<file path="config.mk">
export PLATFORM = sky130hd
export DESIGN_NAME = gcs_regs
export DESIGN_NICKNAME = d
export VERILOG_FILES = /design/src/verilog/gcs_pkg.sv /design/src/verilog/gcs_new_flag.sv /design/src/verilog/gcs_rate_chan.sv /design/src/verilog/gcs_regs.sv
export VERILOG_INCLUDE_DIRS = /design/src /design/src/verilog
export SDC_FILE = /design/constraint.sdc
export NUM_CORES = 1
export LEC_CHECK = 0
export ABC_CLOCK_PERIOD_IN_PS = 1800
export BUFFER_PORTS_ARGS = -buffer_cell sky130_fd_sc_hd__buf_2
export CAP_MARGIN = 20
export CELL_PAD_IN_SITES_DETAIL_PLACEMENT = 1
export CELL_PAD_IN_SITES_GLOBAL_PLACEMENT = 1
export CORE_AREA = 2 2 168 104
export DETAILED_ROUTE_END_ITERATION = 12
export DIE_AREA = 0 0 170 106
export PLACE_DENSITY = 0.81
export SYNTH_ARGS = -nofsm -noshare
export SYNTH_HDL_FRONTEND = slang
export SYNTH_SLANG_ARGS = --single-unit
export TNS_END_PERCENT = 30
</file>
<file path="constraint.sdc">
create_clock -name pclk -period 1.8 [get_ports pclk]
set_input_delay 0.36 -clock pclk [delete_from_list [all_inputs] [get_ports pclk]]
set_output_delay 0.36 -clock pclk [all_outputs]
set_load 0.01 [all_outputs]
</file>
<file path="src/verilog/gcs_defines.svh">
// Offsets, field positions, masks and reset values of the register bank
`ifndef GCS_DEFINES_SVH
`define GCS_DEFINES_SVH

// Register indices, byte address is four times the index
`define GCS_IDX_PATH 8'h11
`define GCS_IDX_FILT 8'h12
`define GCS_IDX_ORNT 8'h13
`define GCS_IDX_SRC 8'h14
`define GCS_IDX_TMPL 8'h15
`define GCS_IDX_TMPH 8'h16
`define GCS_IDX_STAT 8'h17
`define GCS_IDX_PRL 8'h18
`define GCS_IDX_PRH 8'h19
`define GCS_IDX_RRL 8'h1A
`define GCS_IDX_RRH 8'h1B
`define GCS_IDX_YRL 8'h1C
`define GCS_IDX_YRH 8'h1D
`define GCS_IDX_CTL4 8'h1E
`define GCS_IDX_NONE 8'hFF

// Writable bits, reserved bits are dropped and read as zero
`define GCS_MASK_PATH 8'h0F
`define GCS_MASK_FILT 8'hCF
`define GCS_MASK_ORNT 8'h3F
`define GCS_MASK_CTL4 8'h3B

// Reset values
`define GCS_RST_PATH 8'h00
`define GCS_RST_FILT 8'h00
`define GCS_RST_ORNT 8'h00
`define GCS_RST_CTL4 8'h38

// Field positions
`define GCS_POS_INT_SEL 2
`define GCS_POS_OUT_SEL 0
`define GCS_POS_LOW_PWR 7
`define GCS_POS_HPF_ON 6
`define GCS_POS_CUTOFF 0
`define GCS_POS_PSIGN 5
`define GCS_POS_RSIGN 4
`define GCS_POS_YSIGN 3
`define GCS_POS_ORIENT 0
`define GCS_POS_YEN 5
`define GCS_POS_REN 4
`define GCS_POS_PEN 3
`define GCS_POS_LATCH 1
`define GCS_POS_FOURD 0
`define GCS_POS_IRQ_ACT 6
`define GCS_POS_ST_ACC 6
`define GCS_POS_ST_GYR 5
`define GCS_POS_ST_INACTIVITY_FLAG 4
`define GCS_POS_ST_BOOT 3
`define GCS_POS_ST_TDA 2
`define GCS_POS_ST_GDA 1
`define GCS_POS_ST_ACCEL_NEW_FLAG 0

// Highest defined cutoff code
`define GCS_CUTOFF_MAX 4'h9

`endif

</file>
<file path="src/verilog/gcs_pkg.sv">
// State types of the register bank modules
package gcs_pkg;

  typedef struct packed {
    logic [7:0] path;
    logic [7:0] filt;
    logic [7:0] ornt;
    logic [7:0] ctl4;
    logic [5:0] src;
    logic acc_flag;
    logic [11:0] temp;
    logic [7:0] rdata;
    logic slverr;
    logic [2:0] seen;
  } gcs_regs_t;

  typedef struct packed {
    logic [15:0] rate;
  } gcs_rate_t;

  typedef struct packed {
    logic flag;
  } gcs_flag_t;

endpackage

</file>
<file path="src/verilog/gcs_new_flag.sv">
// New-data flag, set by a sample, cleared by a read
`timescale 1ns/100ps
module gcs_new_flag (
  // Clock and reset
  input wire logic pclk,
  input wire logic presetn,
  // Events
  input wire logic set_pulse,
  input wire logic clr_pulse,
  // Flag
  output logic flag
);

  gcs_pkg::gcs_flag_t s_reg;
  gcs_pkg::gcs_flag_t s_next;

  always_comb begin
    s_next = s_reg;
    if (clr_pulse) begin
      s_next.flag = 1'b0;
    end
    if (set_pulse) begin
      s_next.flag = 1'b1;
    end
  end

  always_ff @(posedge pclk or negedge presetn) begin
    if (!presetn) begin
      s_reg <= '0;
    end else begin
      s_reg <= s_next;
    end
  end

  assign flag = s_reg.flag;

endmodule

</file>
<file path="src/verilog/gcs_rate_chan.sv">
// One angular rate channel with sign and output enable
`timescale 1ns/100ps
module gcs_rate_chan (
  // Clock and reset
  input wire logic pclk,
  input wire logic presetn,
  // Sample
  input wire logic sample_valid,
  input wire logic [15:0] raw_rate,
  // Settings
  input wire logic sign_invert,
  input wire logic out_enable,
  // Output word
  output logic [15:0] rate
);

  gcs_pkg::gcs_rate_t s_reg;
  gcs_pkg::gcs_rate_t s_next;

  always_comb begin
    s_next = s_reg;
    if (sample_valid && out_enable) begin
      if (sign_invert) begin
        s_next.rate = 16'(~raw_rate + 16'h0001);
      end else begin
        s_next.rate = raw_rate;
      end
    end
  end

  always_ff @(posedge pclk or negedge presetn) begin
    if (!presetn) begin
      s_reg <= '0;
    end else begin
      s_reg <= s_next;
    end
  end

  assign rate = s_reg.rate;

endmodule

</file>
<file path="src/verilog/gcs_regs.sv">
// Gyroscope configuration and status register bank on APB
//
// Behaviour
// - Two 2-bit path selects, reset 00.
// - Low-power bit resets 0, 1 enables.
// - High-pass on bit resets 0, 1 inserts.
// - Cutoff code resets 0000, codes 0000-1001.
// - Cutoff scales with data rate, indicative.
// - Axis sign bits reset 0, 1 negates.
// - Orientation select 3 bits, reset 000.
// - Interrupt-active reads 1 on any event.
// - Six axis event flags, top bit zero.
// - Temperature word, low 15h, high 16h.
// - Temperature sign fills five upper bits.
// - Status irq flags, bit 7 zero.
// - Boot flag reads 1 while booting.
// - Temperature new-data flag on new sample.
// - Gyro and accel new-data flags, reset 0.
// - Rate words at 18h, 1Ah, 1Ch.
// - Axis output enables reset 1.
// - Accel irq latch bit, reset 0.
// - Accel four-direction option, reset 0.
//
// Decided for this implementation: register access over APB.
`timescale 1ns/100ps
`include "gcs_defines.svh"
module gcs_regs (
  // Clock and reset
  input wire logic pclk,
  input wire logic presetn,
  // APB slave
  input wire logic psel,
  input wire logic penable,
  input wire logic pwrite,
  input wire logic [7:0] paddr,
  input wire logic [31:0] pwdata,
  input wire logic [3:0] pstrb,
  output logic [31:0] prdata,
  output logic pready,
  output logic pslverr,
  // Temperature sample
  input wire logic temp_valid,
  input wire logic [11:0] temp_sample,
  // Gyroscope sample
  input wire logic gyro_valid,
  input wire logic [15:0] pitch_raw,
  input wire logic [15:0] roll_raw,
  input wire logic [15:0] yaw_raw,
  // Accelerometer data events
  input wire logic accel_valid,
  input wire logic accel_data_read,
  // Interrupt events and status inputs
  input wire logic [5:0] gyro_events,
  input wire logic accel_irq_event,
  input wire logic inactivity_in,
  input wire logic boot_running,
  // Filter path settings
  output logic [1:0] int_path_sel,
  output logic [1:0] out_path_sel,
  output logic gyro_low_power,
  output logic gyro_hpf_on,
  output logic [3:0] gyro_hpf_cutoff,
  // Sign and orientation settings
  output logic pitch_sign_invert,
  output logic roll_sign_invert,
  output logic yaw_sign_invert,
  output logic [2:0] user_orient,
  // Axis enables and accel interrupt options
  output logic pitch_out_en,
  output logic roll_out_en,
  output logic yaw_out_en,
  output logic accel_irq_latch,
  output logic accel_four_dir_option,
  // Interrupt summary
  output logic gyro_irq_active
);

  gcs_pkg::gcs_regs_t s_reg;
  gcs_pkg::gcs_regs_t s_next;

  logic setup;
  logic acc;
  logic wr;
  logic rd;
  logic [7:0] idx;
  logic [7:0] rbyte;
  logic [7:0] wbyte;
  logic [15:0] pitch_rate;
  logic [15:0] roll_rate;
  logic [15:0] yaw_rate;
  logic temp_new_flag;
  logic gyro_new_flag;
  logic accel_new_flag;
  logic accel_irq_flag;
  logic gyro_irq_flag;
  logic inactivity_flag;
  logic [7:0] status_byte;
  logic [7:0] src_byte;
  logic [7:0] temp_high;
  logic temp_rd;
  logic gyro_rd;
  logic src_rd;
  logic stat_rd;

  // Word-aligned address to register index
  function automatic logic [7:0] gcs_decode(input logic [7:0] addr);
    logic [7:0] i;
    i = {2'b00, addr[7:2]};
    if (addr[1:0] != 2'b00) begin
      gcs_decode = `GCS_IDX_NONE;
    end else if (i < `GCS_IDX_PATH) begin
      gcs_decode = `GCS_IDX_NONE;
    end else if (i > `GCS_IDX_CTL4) begin
      gcs_decode = `GCS_IDX_NONE;
    end else begin
      gcs_decode = i;
    end
  endfunction

  // Bus phases, the slave never inserts wait states
  assign setup = psel && !penable;
  assign acc = psel && penable;
  assign wr = acc && pwrite && pstrb[0];
  assign rd = acc && !pwrite;
  assign idx = gcs_decode(paddr);
  assign wbyte = pwdata[7:0];

  // Read clears act on the completing access
  assign temp_rd = rd && (idx == `GCS_IDX_TMPL || idx == `GCS_IDX_TMPH);
  assign gyro_rd = rd && idx >= `GCS_IDX_PRL && idx <= `GCS_IDX_YRH;
  assign src_rd = rd && idx == `GCS_IDX_SRC;
  assign stat_rd = rd && idx == `GCS_IDX_STAT;

  // Interrupt summaries
  assign gyro_irq_active = |s_reg.src;
  assign gyro_irq_flag = gyro_irq_active;
  assign accel_irq_flag = s_reg.acc_flag;
  assign inactivity_flag = inactivity_in;

  // Source byte, top bit zero
  assign src_byte = {1'b0, gyro_irq_active, s_reg.src};

  // Status byte, bit 7 zero
  always_comb begin
    status_byte = 8'h00;
    status_byte[`GCS_POS_ST_ACC] = accel_irq_flag;
    status_byte[`GCS_POS_ST_GYR] = gyro_irq_flag;
    status_byte[`GCS_POS_ST_INACTIVITY_FLAG] = inactivity_flag;
    status_byte[`GCS_POS_ST_BOOT] = boot_running;
    status_byte[`GCS_POS_ST_TDA] = temp_new_flag;
    status_byte[`GCS_POS_ST_GDA] = gyro_new_flag;
    status_byte[`GCS_POS_ST_ACCEL_NEW_FLAG] = accel_new_flag;
  end

  // Sign-extended temperature high byte
  assign temp_high = {{5{s_reg.temp[11]}}, s_reg.temp[10:8]};

  // Read data selection
  always_comb begin
    rbyte = 8'h00;
    if (idx == `GCS_IDX_PATH) begin
      rbyte = s_reg.path;
    end else if (idx == `GCS_IDX_FILT) begin
      rbyte = s_reg.filt;
    end else if (idx == `GCS_IDX_ORNT) begin
      rbyte = s_reg.ornt;
    end else if (idx == `GCS_IDX_SRC) begin
      rbyte = src_byte;
    end else if (idx == `GCS_IDX_TMPL) begin
      rbyte = s_reg.temp[7:0];
    end else if (idx == `GCS_IDX_TMPH) begin
      rbyte = temp_high;
    end else if (idx == `GCS_IDX_STAT) begin
      rbyte = status_byte;
    end else if (idx == `GCS_IDX_PRL) begin
      rbyte = pitch_rate[7:0];
    end else if (idx == `GCS_IDX_PRH) begin
      rbyte = pitch_rate[15:8];
    end else if (idx == `GCS_IDX_RRL) begin
      rbyte = roll_rate[7:0];
    end else if (idx == `GCS_IDX_RRH) begin
      rbyte = roll_rate[15:8];
    end else if (idx == `GCS_IDX_YRL) begin
      rbyte = yaw_rate[7:0];
    end else if (idx == `GCS_IDX_YRH) begin
      rbyte = yaw_rate[15:8];
    end else if (idx == `GCS_IDX_CTL4) begin
      rbyte = s_reg.ctl4;
    end else begin
      rbyte = 8'h00;
    end
  end

  // Next state
  always_comb begin
    s_next = s_reg;
    // Snapshot read data and flags in the setup cycle
    if (setup) begin
      s_next.rdata = rbyte;
      s_next.slverr = idx == `GCS_IDX_NONE;
      s_next.seen = {temp_new_flag, gyro_new_flag, accel_new_flag};
    end
    // Control writes, reserved bits forced to zero
    if (wr && idx == `GCS_IDX_PATH) begin
      s_next.path = wbyte & `GCS_MASK_PATH;
    end
    if (wr && idx == `GCS_IDX_FILT) begin
      s_next.filt = wbyte & `GCS_MASK_FILT;
      if (wbyte[3:0] > `GCS_CUTOFF_MAX) begin
        s_next.filt[3:0] = s_reg.filt[3:0];
      end
    end
    if (wr && idx == `GCS_IDX_ORNT) begin
      s_next.ornt = wbyte & `GCS_MASK_ORNT;
    end
    if (wr && idx == `GCS_IDX_CTL4) begin
      s_next.ctl4 = wbyte & `GCS_MASK_CTL4;
    end
    // Gyro event flags, a new event wins over the read clear
    if (src_rd) begin
      s_next.src = s_reg.src & ~s_reg.rdata[5:0];
    end
    s_next.src = s_next.src | gyro_events;
    // Accel interrupt flag, sticky only when latched
    if (s_reg.ctl4[`GCS_POS_LATCH]) begin
      if (stat_rd && s_reg.rdata[`GCS_POS_ST_ACC]) begin
        s_next.acc_flag = 1'b0;
      end
      if (accel_irq_event) begin
        s_next.acc_flag = 1'b1;
      end
    end else begin
      s_next.acc_flag = accel_irq_event;
    end
    // Temperature sample capture
    if (temp_valid) begin
      s_next.temp = temp_sample;
    end
  end

  always_ff @(posedge pclk or negedge presetn) begin
    if (!presetn) begin
      s_reg.path <= `GCS_RST_PATH;
      s_reg.filt <= `GCS_RST_FILT;
      s_reg.ornt <= `GCS_RST_ORNT;
      s_reg.ctl4 <= `GCS_RST_CTL4;
      s_reg.src <= 6'h00;
      s_reg.acc_flag <= 1'b0;
      s_reg.temp <= 12'h000;
      s_reg.rdata <= 8'h00;
      s_reg.slverr <= 1'b0;
      s_reg.seen <= 3'h0;
    end else begin
      s_reg <= s_next;
    end
  end

  // New-data flags
  gcs_new_flag u_temp_flag (
    .pclk(pclk),
    .presetn(presetn),
    .set_pulse(temp_valid),
    .clr_pulse(temp_rd && s_reg.seen[2]),
    .flag(temp_new_flag)
  );

  gcs_new_flag u_gyro_flag (
    .pclk(pclk),
    .presetn(presetn),
    .set_pulse(gyro_valid),
    .clr_pulse(gyro_rd && s_reg.seen[1]),
    .flag(gyro_new_flag)
  );

  gcs_new_flag u_accel_flag (
    .pclk(pclk),
    .presetn(presetn),
    .set_pulse(accel_valid),
    .clr_pulse(accel_data_read),
    .flag(accel_new_flag)
  );

  // Angular rate channels
  gcs_rate_chan u_pitch (
    .pclk(pclk),
    .presetn(presetn),
    .sample_valid(gyro_valid),
    .raw_rate(pitch_raw),
    .sign_invert(pitch_sign_invert),
    .out_enable(pitch_out_en),
    .rate(pitch_rate)
  );

  gcs_rate_chan u_roll (
    .pclk(pclk),
    .presetn(presetn),
    .sample_valid(gyro_valid),
    .raw_rate(roll_raw),
    .sign_invert(roll_sign_invert),
    .out_enable(roll_out_en),
    .rate(roll_rate)
  );

  gcs_rate_chan u_yaw (
    .pclk(pclk),
    .presetn(presetn),
    .sample_valid(gyro_valid),
    .raw_rate(yaw_raw),
    .sign_invert(yaw_sign_invert),
    .out_enable(yaw_out_en),
    .rate(yaw_rate)
  );

  // APB answers, no wait states
  assign pready = 1'b1;
  assign prdata = {24'h000000, s_reg.rdata};
  assign pslverr = acc && s_reg.slverr;

  // Filter path settings
  assign int_path_sel = s_reg.path[`GCS_POS_INT_SEL +: 2];
  assign out_path_sel = s_reg.path[`GCS_POS_OUT_SEL +: 2];
  assign gyro_low_power = s_reg.filt[`GCS_POS_LOW_PWR];
  assign gyro_hpf_on = s_reg.filt[`GCS_POS_HPF_ON];
  // Cutoff code scaled by the filter against its data rate
  assign gyro_hpf_cutoff = s_reg.filt[`GCS_POS_CUTOFF +: 4];

  // Sign and orientation
  assign pitch_sign_invert = s_reg.ornt[`GCS_POS_PSIGN];
  assign roll_sign_invert = s_reg.ornt[`GCS_POS_RSIGN];
  assign yaw_sign_invert = s_reg.ornt[`GCS_POS_YSIGN];
  assign user_orient = s_reg.ornt[`GCS_POS_ORIENT +: 3];

  // Axis enables and accel options
  assign pitch_out_en = s_reg.ctl4[`GCS_POS_PEN];
  assign roll_out_en = s_reg.ctl4[`GCS_POS_REN];
  assign yaw_out_en = s_reg.ctl4[`GCS_POS_YEN];
  assign accel_irq_latch = s_reg.ctl4[`GCS_POS_LATCH];
  assign accel_four_dir_option = s_reg.ctl4[`GCS_POS_FOURD];

endmodule

</file>
=== Word-level counts from Yosys, hierarchy flattened ===
Index checks and enable logic that the tools add are counted.

* Add/sub/neg operators: 3
* Order comparisons: 5
* Equal/unequal tests: 16
* Muxes and demuxes: 30
* Bitwise operators: 7
* Reductions and logical operators: 30

{| class="wikitable"
|+ Operator list
! kind !! number
|-
| two-way mux 8 bit || 16
|-
| equality test 8 x 5 -> 1 bit (second input constant) || 14
|-
| adder 16 x 1 -> 16 bit (second input constant) || 3
|-
| two-way mux 16 bit || 3
|-
| NOT 16 bit || 3
|-
| logical AND 1 bit || 21
|-
| two-way mux 6 bit || 2
|-
| two-way mux 1 bit || 9
|-
| equality test 8 bit (second input constant) || 1
|-
| greater-or-equal comparator 8 x 5 -> 1 bit (second input constant) || 1
|-
| less-or-equal comparator 8 x 5 -> 1 bit (second input constant) || 1
|-
| nonzero test 2 bit || 4
|-
| AND 6 bit || 1
|-
| greater-than comparator 6 x 5 -> 1 bit (second input constant) || 1
|-
| less-than comparator 6 x 5 -> 1 bit (second input constant) || 1
|-
| NOT 6 bit || 1
|-
| bitwise OR 6 bit || 1
|-
| OR reduction 6 bit || 1
|-
| greater-than comparator 4 bit (second input constant) || 1
|-
| != test 3 x 2 -> 1 bit (second input constant) || 1
|-
| logical NOT 1 bit || 2
|-
| AND reduction 2 bit || 1
|-
| logical OR 1 bit || 1
|-
| NOT 1 bit || 1
|}

* Register bits: 103
* Input bits: 122
* Output and inout bits: 56
* Word-level logic and storage cells: 108

=== Logic depth before layout (Yosys ltp) ===
* Word-level depth: 19
* Gate-level depth with buffers: 8
* Gate-level depth less buffers: 7

=== By module ===
A second synthesis with hierarchy kept.

* Cells, all modules: 688
* Area total of the unflattened synthesis: 6356.1 sq um

{| class="wikitable"
|+ By module, submodules not included
! module !! instances !! cells each !! area each (sq um) !! sequential area each (sq um)
|-
| gcs_regs || 1 || 394 || 3634.7 || 1280.0
|-
| gcs_rate_chan || 3 || 95 || 870.8 || 400.4
|-
| gcs_new_flag || 3 || 3 || 36.3 || 25.0
|}

=== Worst setup path after synthesis ===
No wires, ideal clock.

* Kind: input to register
* Start: input port yaw_raw[0]
* End: register u_yaw.s_reg (netlist bit u_yaw.rate[12])
* Setup time: 0.137 ns
* Arrival: 1.867 ns
* Data required time: 1.663 ns
* Path slack: -0.205 ns
* Stages: 7
* Path buffers: 0
* Path through: inv_1 -> ha_1 -> or4b_1 -> or3b_1 -> o31ai_1 -> xor2_1 -> a21oi_1

* Cells in the longest elaborated chain, start to end: 3

{| class="wikitable"
|+ RTL lines
! what !! line !! text
|-
| from (decl) || gcs_regs.sv:48 || <nowiki>input wire logic [15:0] yaw_raw,</nowiki>
|-
| NOT 16 bit || gcs_rate_chan.sv:24 || <nowiki>s_next.rate = 16'(~raw_rate + 16'h0001);</nowiki>
|-
| adder 16 x 1 -> 16 bit || gcs_rate_chan.sv:24 ||
|-
| two-way mux 16 bit || gcs_rate_chan.sv:23 || <nowiki>if (sign_invert) begin</nowiki>
|-
| to (signal assigned) || gcs_rate_chan.sv:35 || <nowiki>s_reg <= s_next;</nowiki>
|-
| to (decl) || gcs_rate_chan.sv:17 || <nowiki>gcs_pkg::gcs_rate_t s_reg;</nowiki>
|}

No other way between the ends.
A chain may end at the register's enable or synchronous reset.

=== Worst setup path after layout ===
* Start: input port paddr[1]
* End: register s_reg (netlist bit prdata[4])

* Cells in the longest elaborated chain, start to end: 17
* Elaborated cells between the ends (all ways): 30
* Those cells by class: eq/ne (14); mux (15); reduce/logical (1)

{| class="wikitable"
|+ RTL lines
! what !! line !! text
|-
| from (decl) || gcs_regs.sv:35 || <nowiki>input wire logic [7:0] paddr,</nowiki>
|-
| nonzero test 2 bit (*) || gcs_regs.sv:109 || <nowiki>if (addr[1:0] != 2'b00) begin</nowiki>
|-
| two-way mux 8 bit (*) || gcs_regs.sv:109 ||
|-
| equality test 8 x 5 -> 1 bit (no line) || -- ||
|-
| two-way mux 6 bit || gcs_regs.sv:187 || <nowiki>end else if (idx == `GCS_IDX_CTL4) begin</nowiki>
|-
| two-way mux 8 bit || gcs_regs.sv:185 || <nowiki>end else if (idx == `GCS_IDX_YRH) begin</nowiki>
|-
| two-way mux 8 bit || gcs_regs.sv:183 || <nowiki>end else if (idx == `GCS_IDX_YRL) begin</nowiki>
|-
| two-way mux 8 bit || gcs_regs.sv:181 || <nowiki>end else if (idx == `GCS_IDX_RRH) begin</nowiki>
|-
| two-way mux 8 bit || gcs_regs.sv:179 || <nowiki>end else if (idx == `GCS_IDX_RRL) begin</nowiki>
|-
| two-way mux 8 bit || gcs_regs.sv:177 || <nowiki>end else if (idx == `GCS_IDX_PRH) begin</nowiki>
|-
| two-way mux 8 bit || gcs_regs.sv:175 || <nowiki>end else if (idx == `GCS_IDX_PRL) begin</nowiki>
|-
| two-way mux 8 bit || gcs_regs.sv:173 || <nowiki>end else if (idx == `GCS_IDX_STAT) begin</nowiki>
|-
| two-way mux 8 bit || gcs_regs.sv:171 || <nowiki>end else if (idx == `GCS_IDX_TMPH) begin</nowiki>
|-
| two-way mux 8 bit || gcs_regs.sv:169 || <nowiki>end else if (idx == `GCS_IDX_TMPL) begin</nowiki>
|-
| two-way mux 8 bit || gcs_regs.sv:167 || <nowiki>end else if (idx == `GCS_IDX_SRC) begin</nowiki>
|-
| two-way mux 8 bit || gcs_regs.sv:165 || <nowiki>end else if (idx == `GCS_IDX_ORNT) begin</nowiki>
|-
| two-way mux 8 bit || gcs_regs.sv:163 || <nowiki>end else if (idx == `GCS_IDX_FILT) begin</nowiki>
|-
| two-way mux 8 bit (*) || gcs_regs.sv:161 || <nowiki>if (idx == `GCS_IDX_PATH) begin</nowiki>
|-
| to (signal assigned) || gcs_regs.sv:254 || <nowiki>s_reg <= s_next;</nowiki>
|-
| to (decl) || gcs_regs.sv:78 || <nowiki>gcs_pkg::gcs_regs_t s_reg;</nowiki>
|}

Every way passes the cells marked *; elsewhere a longest branch is shown, timed or not.

==> out/qor_table.md <==
| Step | Quantity | Value |
| --- | --- | --- |
| power and ir drop | PnR Total Power | 5.54 mW |
| logic synthesis | Area contributors post-synth | sky130_fd_sc_hd__dfrtp_1, sky130_fd_sc_hd__o21ai_0, sky130_fd_sc_hd__mux2_2 |
| clock network | Number of sinks driven by the clock tree | 102 |
| die | X dimension of the die | 170 um |
| status | Status | finished with violations |
| run | Max-cap check violation count | 0 |
| die | Placement row count | 37 |
| worst setup path | Critical path capture point type | flop |
| place | HPWL after detailed placement | 19300 um |
| routing | # DRC | 0 |
| worst setup path | Kind of critical path | in -> reg |
| worst setup path | Maximum fanout count along the critical path | 5 |
| logic synthesis | Synth cell types | 71 |
| die | Die footprint | 18000 um^2 |
| sta | Least-Margin Pin Slew | 0.715 ns |
| die | I/O pins | 178 |
| routing | Routed via count divided by cell count | 5.55 |
| final layout | Layout cell share with drive strength beyond 1 | 38.5% |
| logic synthesis | Number of synthesized register bits | 102 |
| power and ir drop | Power density relative to cell area | 652 nW/um^2 |
| logic synthesis | Predominant post-synthesis flop cell | sky130_fd_sc_hd__dfrtp_1 |
| final layout | Final design instance area without fill | 8510 um^2 |
| sta | Min Tclk post-route | 1.81 ns |
| logic synthesis | Leading post-synthesis cells by instance count | sky130_fd_sc_hd__dfrtp_1, sky130_fd_sc_hd__nand2_1, sky130_fd_sc_hd__o21ai_0 |
| die | Initial core utilization | 38.8% |
| routing | Number of antenna-violating nets in the routed design | 0 |
| logic synthesis | Number of enable-type register cells in the synthesized netlist | 0 |
| sta | Setup-failing EPs final | 2 |
| logic synthesis | Cell count after synthesis | 709 |
| clock network | CTS Buffer Depth | 2 |
| final layout | Final core occ | 51.0% |
| grt | Number of antenna violations at the first check in global routing | 0 |
| grt | GRT Total Usage | 27.0% |
| grt | Number of global-route vias before repair | 6377 |
| clock network | Clock transition at the registers of the reported paths | 0.07 ns |
| logic synthesis | Syn avg cell area | 9.12 um^2 |
| routing | Total wire length | 24100 um |
| worst setup path | Arr. time, crit path | 2.08 ns |
| final layout | Area added between synthesis and finish | 31.6% |
| sta | Setup TNS Final | -0.0126 ns |
| routing | Wire per inst | 21.1 um |
| grt | Overflow left after global routing | 0 |
| min path | Path category of the worst min-delay check | in -> reg |
| worst setup path | Worst path required time | 2.07 ns |
| status | Violations in the final reports | negative setup slack |
| grt | Global-route wire length before repair | 36800 um |
| sta | Hold Slack | 0.185 ns |
| routing | Drt initial violations | 472 |
| sta | Final count of hold timing violations | 0 |
| clock network | Clock network latency to the later pin of the worst-skew pair | 0.35 ns |
| logic synthesis | Count of warnings emitted by yosys | 0 |
| logic synthesis | Area share of the leading cell type in the synthesized netlist | 38.3% |
| min path | Hold wc startpoint | accel_valid |
| final layout | Number of antenna repair diodes | 0 |
| routing | Routed vias | 6341 |
| sta | Maximum clock frequency | 552 MHz |
| clock network | Clock tree from TritonCTS | done |
| clock network | Inserted Clock Buffers | 9 |
| logic synthesis | Share of the yosys chip area belonging to registers | 39.5% |
| logic synthesis | Share of synthesized flip-flops with an asynchronous set or reset | 100% |
| routing | First-pass iteration count of the detailed router | 5 |
| grt | Largest net degree at the start of global routing | 42 |
| sta | Post-route worst setup slack | -0.0121 ns |
| sta | Max-Slew Margin vs Limit | 52.4% |
| sta | Unrepaired setup endpoints after global routing | yes |
| worst setup path | Reg2reg start | s_reg[27]$_DFF_PN0_ |
| place | Placement Cell Area | 8110 um^2 |
| place | Final RePlAce weighted congestion | 0.950 |
| logic synthesis | Cell area after synthesis | 6460 um^2 |
| die | Die outline height | 106 um |
| clock network | CTS Root Buffer Type | sky130_fd_sc_hd__clkbuf_16 |
| place | Input/output buffers | 125 |
| worst setup path | Worst Setup SP | paddr[1] |
| worst setup path | Startpoint Class | input port |
| clock network | Maximum level of the CTS H-tree | 3 |
| logic synthesis | Leading cell type by number of instances after synthesis | sky130_fd_sc_hd__dfrtp_1 |
| logic synthesis | Biggest area consumer among synthesized cells | sky130_fd_sc_hd__dfrtp_1 |
| power and ir drop | Static Leak | 3.95 nW |
| sta | Number of slew-limit violations in the final report | 0 |
| final layout | Number of filler instances in the final layout | 2004 |
| sta | Ratio of final minimum period to clock period | 101% |
| final layout | Flip-flop count of the largest register after layout | 21 |
| sta | Worst Skew | 0.00881 ns |
| die | Core area | 16700 um^2 |
| power and ir drop | Peak supply drop | 441 uV |
| final layout | Net total in the final layout | 1049 |
==> layout by cell type (no fill, tap or decap), types with 4 or more instances in the layout <==
| cell type | Yosys | layout |
|---|---|---|
| sky130_fd_sc_hd__xnor2_1 | 13 | 13 |
| sky130_fd_sc_hd__a21o_1 | 9 | 9 |
| sky130_fd_sc_hd__mux2_4 | 4 | 7 |
| sky130_fd_sc_hd__buf_12 | 1 | 6 |
| sky130_fd_sc_hd__mux2_2 | 32 | 30 |
| sky130_fd_sc_hd__nor4_1 | 6 | 5 |
| sky130_fd_sc_hd__xor2_1 | 29 | 29 |
| sky130_fd_sc_hd__o21ai_1 | 2 | 5 |
| sky130_fd_sc_hd__clkbuf_16 | 0 | 9 |
| sky130_fd_sc_hd__nand2_1 | 90 | 88 |
| sky130_fd_sc_hd__conb_1 | 2 | 25 |
| sky130_fd_sc_hd__a21oi_1 | 35 | 35 |
| sky130_fd_sc_hd__mux2i_1 | 13 | 13 |
| sky130_fd_sc_hd__o41ai_1 | 10 | 9 |
| sky130_fd_sc_hd__inv_1 | 16 | 14 |
| sky130_fd_sc_hd__nand2_2 | 2 | 4 |
| sky130_fd_sc_hd__nor2b_1 | 10 | 10 |
| sky130_fd_sc_hd__buf_4 | 44 | 134 |
| sky130_fd_sc_hd__nor2_1 | 43 | 43 |
| sky130_fd_sc_hd__o21ai_0 | 73 | 70 |
| sky130_fd_sc_hd__nor3_1 | 11 | 11 |
| sky130_fd_sc_hd__dfrtp_1 | 99 | 99 |
| sky130_fd_sc_hd__or4_1 | 4 | 4 |
| sky130_fd_sc_hd__and3_1 | 7 | 7 |
| sky130_fd_sc_hd__or2_2 | 6 | 6 |
| sky130_fd_sc_hd__buf_2 | 7 | 122 |
| sky130_fd_sc_hd__nand4_1 | 4 | 4 |
| sky130_fd_sc_hd__o31ai_1 | 8 | 7 |
| sky130_fd_sc_hd__a31oi_1 | 6 | 6 |
| sky130_fd_sc_hd__a22oi_1 | 5 | 5 |
| sky130_fd_sc_hd__nand2b_1 | 10 | 10 |
| sky130_fd_sc_hd__a221oi_1 | 4 | 4 |
| sky130_fd_sc_hd__or3_1 | 6 | 6 |
==> power by group <==
group | switching (mW) | total (mW) | internal (mW)
sequential | 0.125 | 2.55 | 2.42
combinational | 0.552 | 1.00 | 0.453
clock | 0.906 | 1.99 | 1.09
total | 1.58 | 5.54 | 3.96
==> logic make-up (layout without fill, tap and decap cells) <==
family	after synthesis	after routing	synth area share (%)
AOI/OAI and AO/OA	186	186	18.5
adders and majority gates	3	3	0.581
muxes	52	52	9.21
DFF	102	102	39.5
buffers and inverters	101	297	9.04
other	2	25	0.116
and+or+nand+nor	221	222	17.3
xor gates and xnor gates	42	42	5.69
==> final cells by class <==
cell class,instances,area [um^2],area share [%]
Tap cell,214,268,3.15
Clock buffer,10,229,2.69
Timing Repair Buffer,265,1770,20.8
Sequential cell,102,2560,30.0
Clock inverter,6,70.1,0.824
Multi-Input combinational cell,530,3540,41.6
Inverter,16,77.6,0.912
==> routing by layer <==
metal / vias up / GRT usage, % / share of wire, % / wire length [um]
li1: 2888 / - / - / -
met1: 3138 / 40.0 / 47 / 11400
met2: 280 / 40.1 / 42 / 10100
met3: 35 / 6.18 / 8.9 / 2140
met4: 0 / 5.74 / 1.9 / 450
met5: - / 0 / 0 / 0
==> path summary, 6_finish.rpt <==
kind                                            endpoint  slack (ns)  cells past startpoint
setup / recovery                   prdata[4]$_DFFE_PN0P_       -0.01                      8
hold / removal             u_accel_flag.flag$_DFFE_PN0P_        0.18                      2
setup reg to reg                   prdata[2]$_DFFE_PN0P_        0.19                      4
hold reg to reg             u_pitch.rate[13]$_DFFE_PN0P_        0.50                      2
max in group asynchronous        roll_out_en$_DFFE_PN1P_        0.74                      3
min in group asynchronous    u_pitch.rate[9]$_DFFE_PN0P_        0.47                      2
==> worst max-delay path, cell delays in order <==
cell and delay (ns):
sky130_fd_sc_hd__buf_2 0.13, sky130_fd_sc_hd__or4b_4 0.65, sky130_fd_sc_hd__buf_12 0.18, sky130_fd_sc_hd__nor2_4 0.13, sky130_fd_sc_hd__o21ai_0 0.11, sky130_fd_sc_hd__a22oi_1 0.21
sky130_fd_sc_hd__buf_4 0.15, sky130_fd_sc_hd__a2bb2oi_1 0.14
==> metrics by stage <==
stage	setup WS [ns]	std cells
finish	-0.0121	1143
detailed placement	-0.443	1125
global placement	-0.377	1125
global route	-0.0595	1143
CTS	-0.00883	1142
floorplan	-0.160	732
==> what timing repair did <==
action | 4_1_cts | 5_1_grt
buffers inserted | 0 | 0
hold buffers | 1 | 0
endpoints found under the hold margin | 20 | 0
pin swaps | 4 | 4
setup endpoints to repair | 4 | 18
gates cloned | 0 | 1
gates resized for setup | 7 | 11
Note: power is estimated with default switching activity, not from simulation.
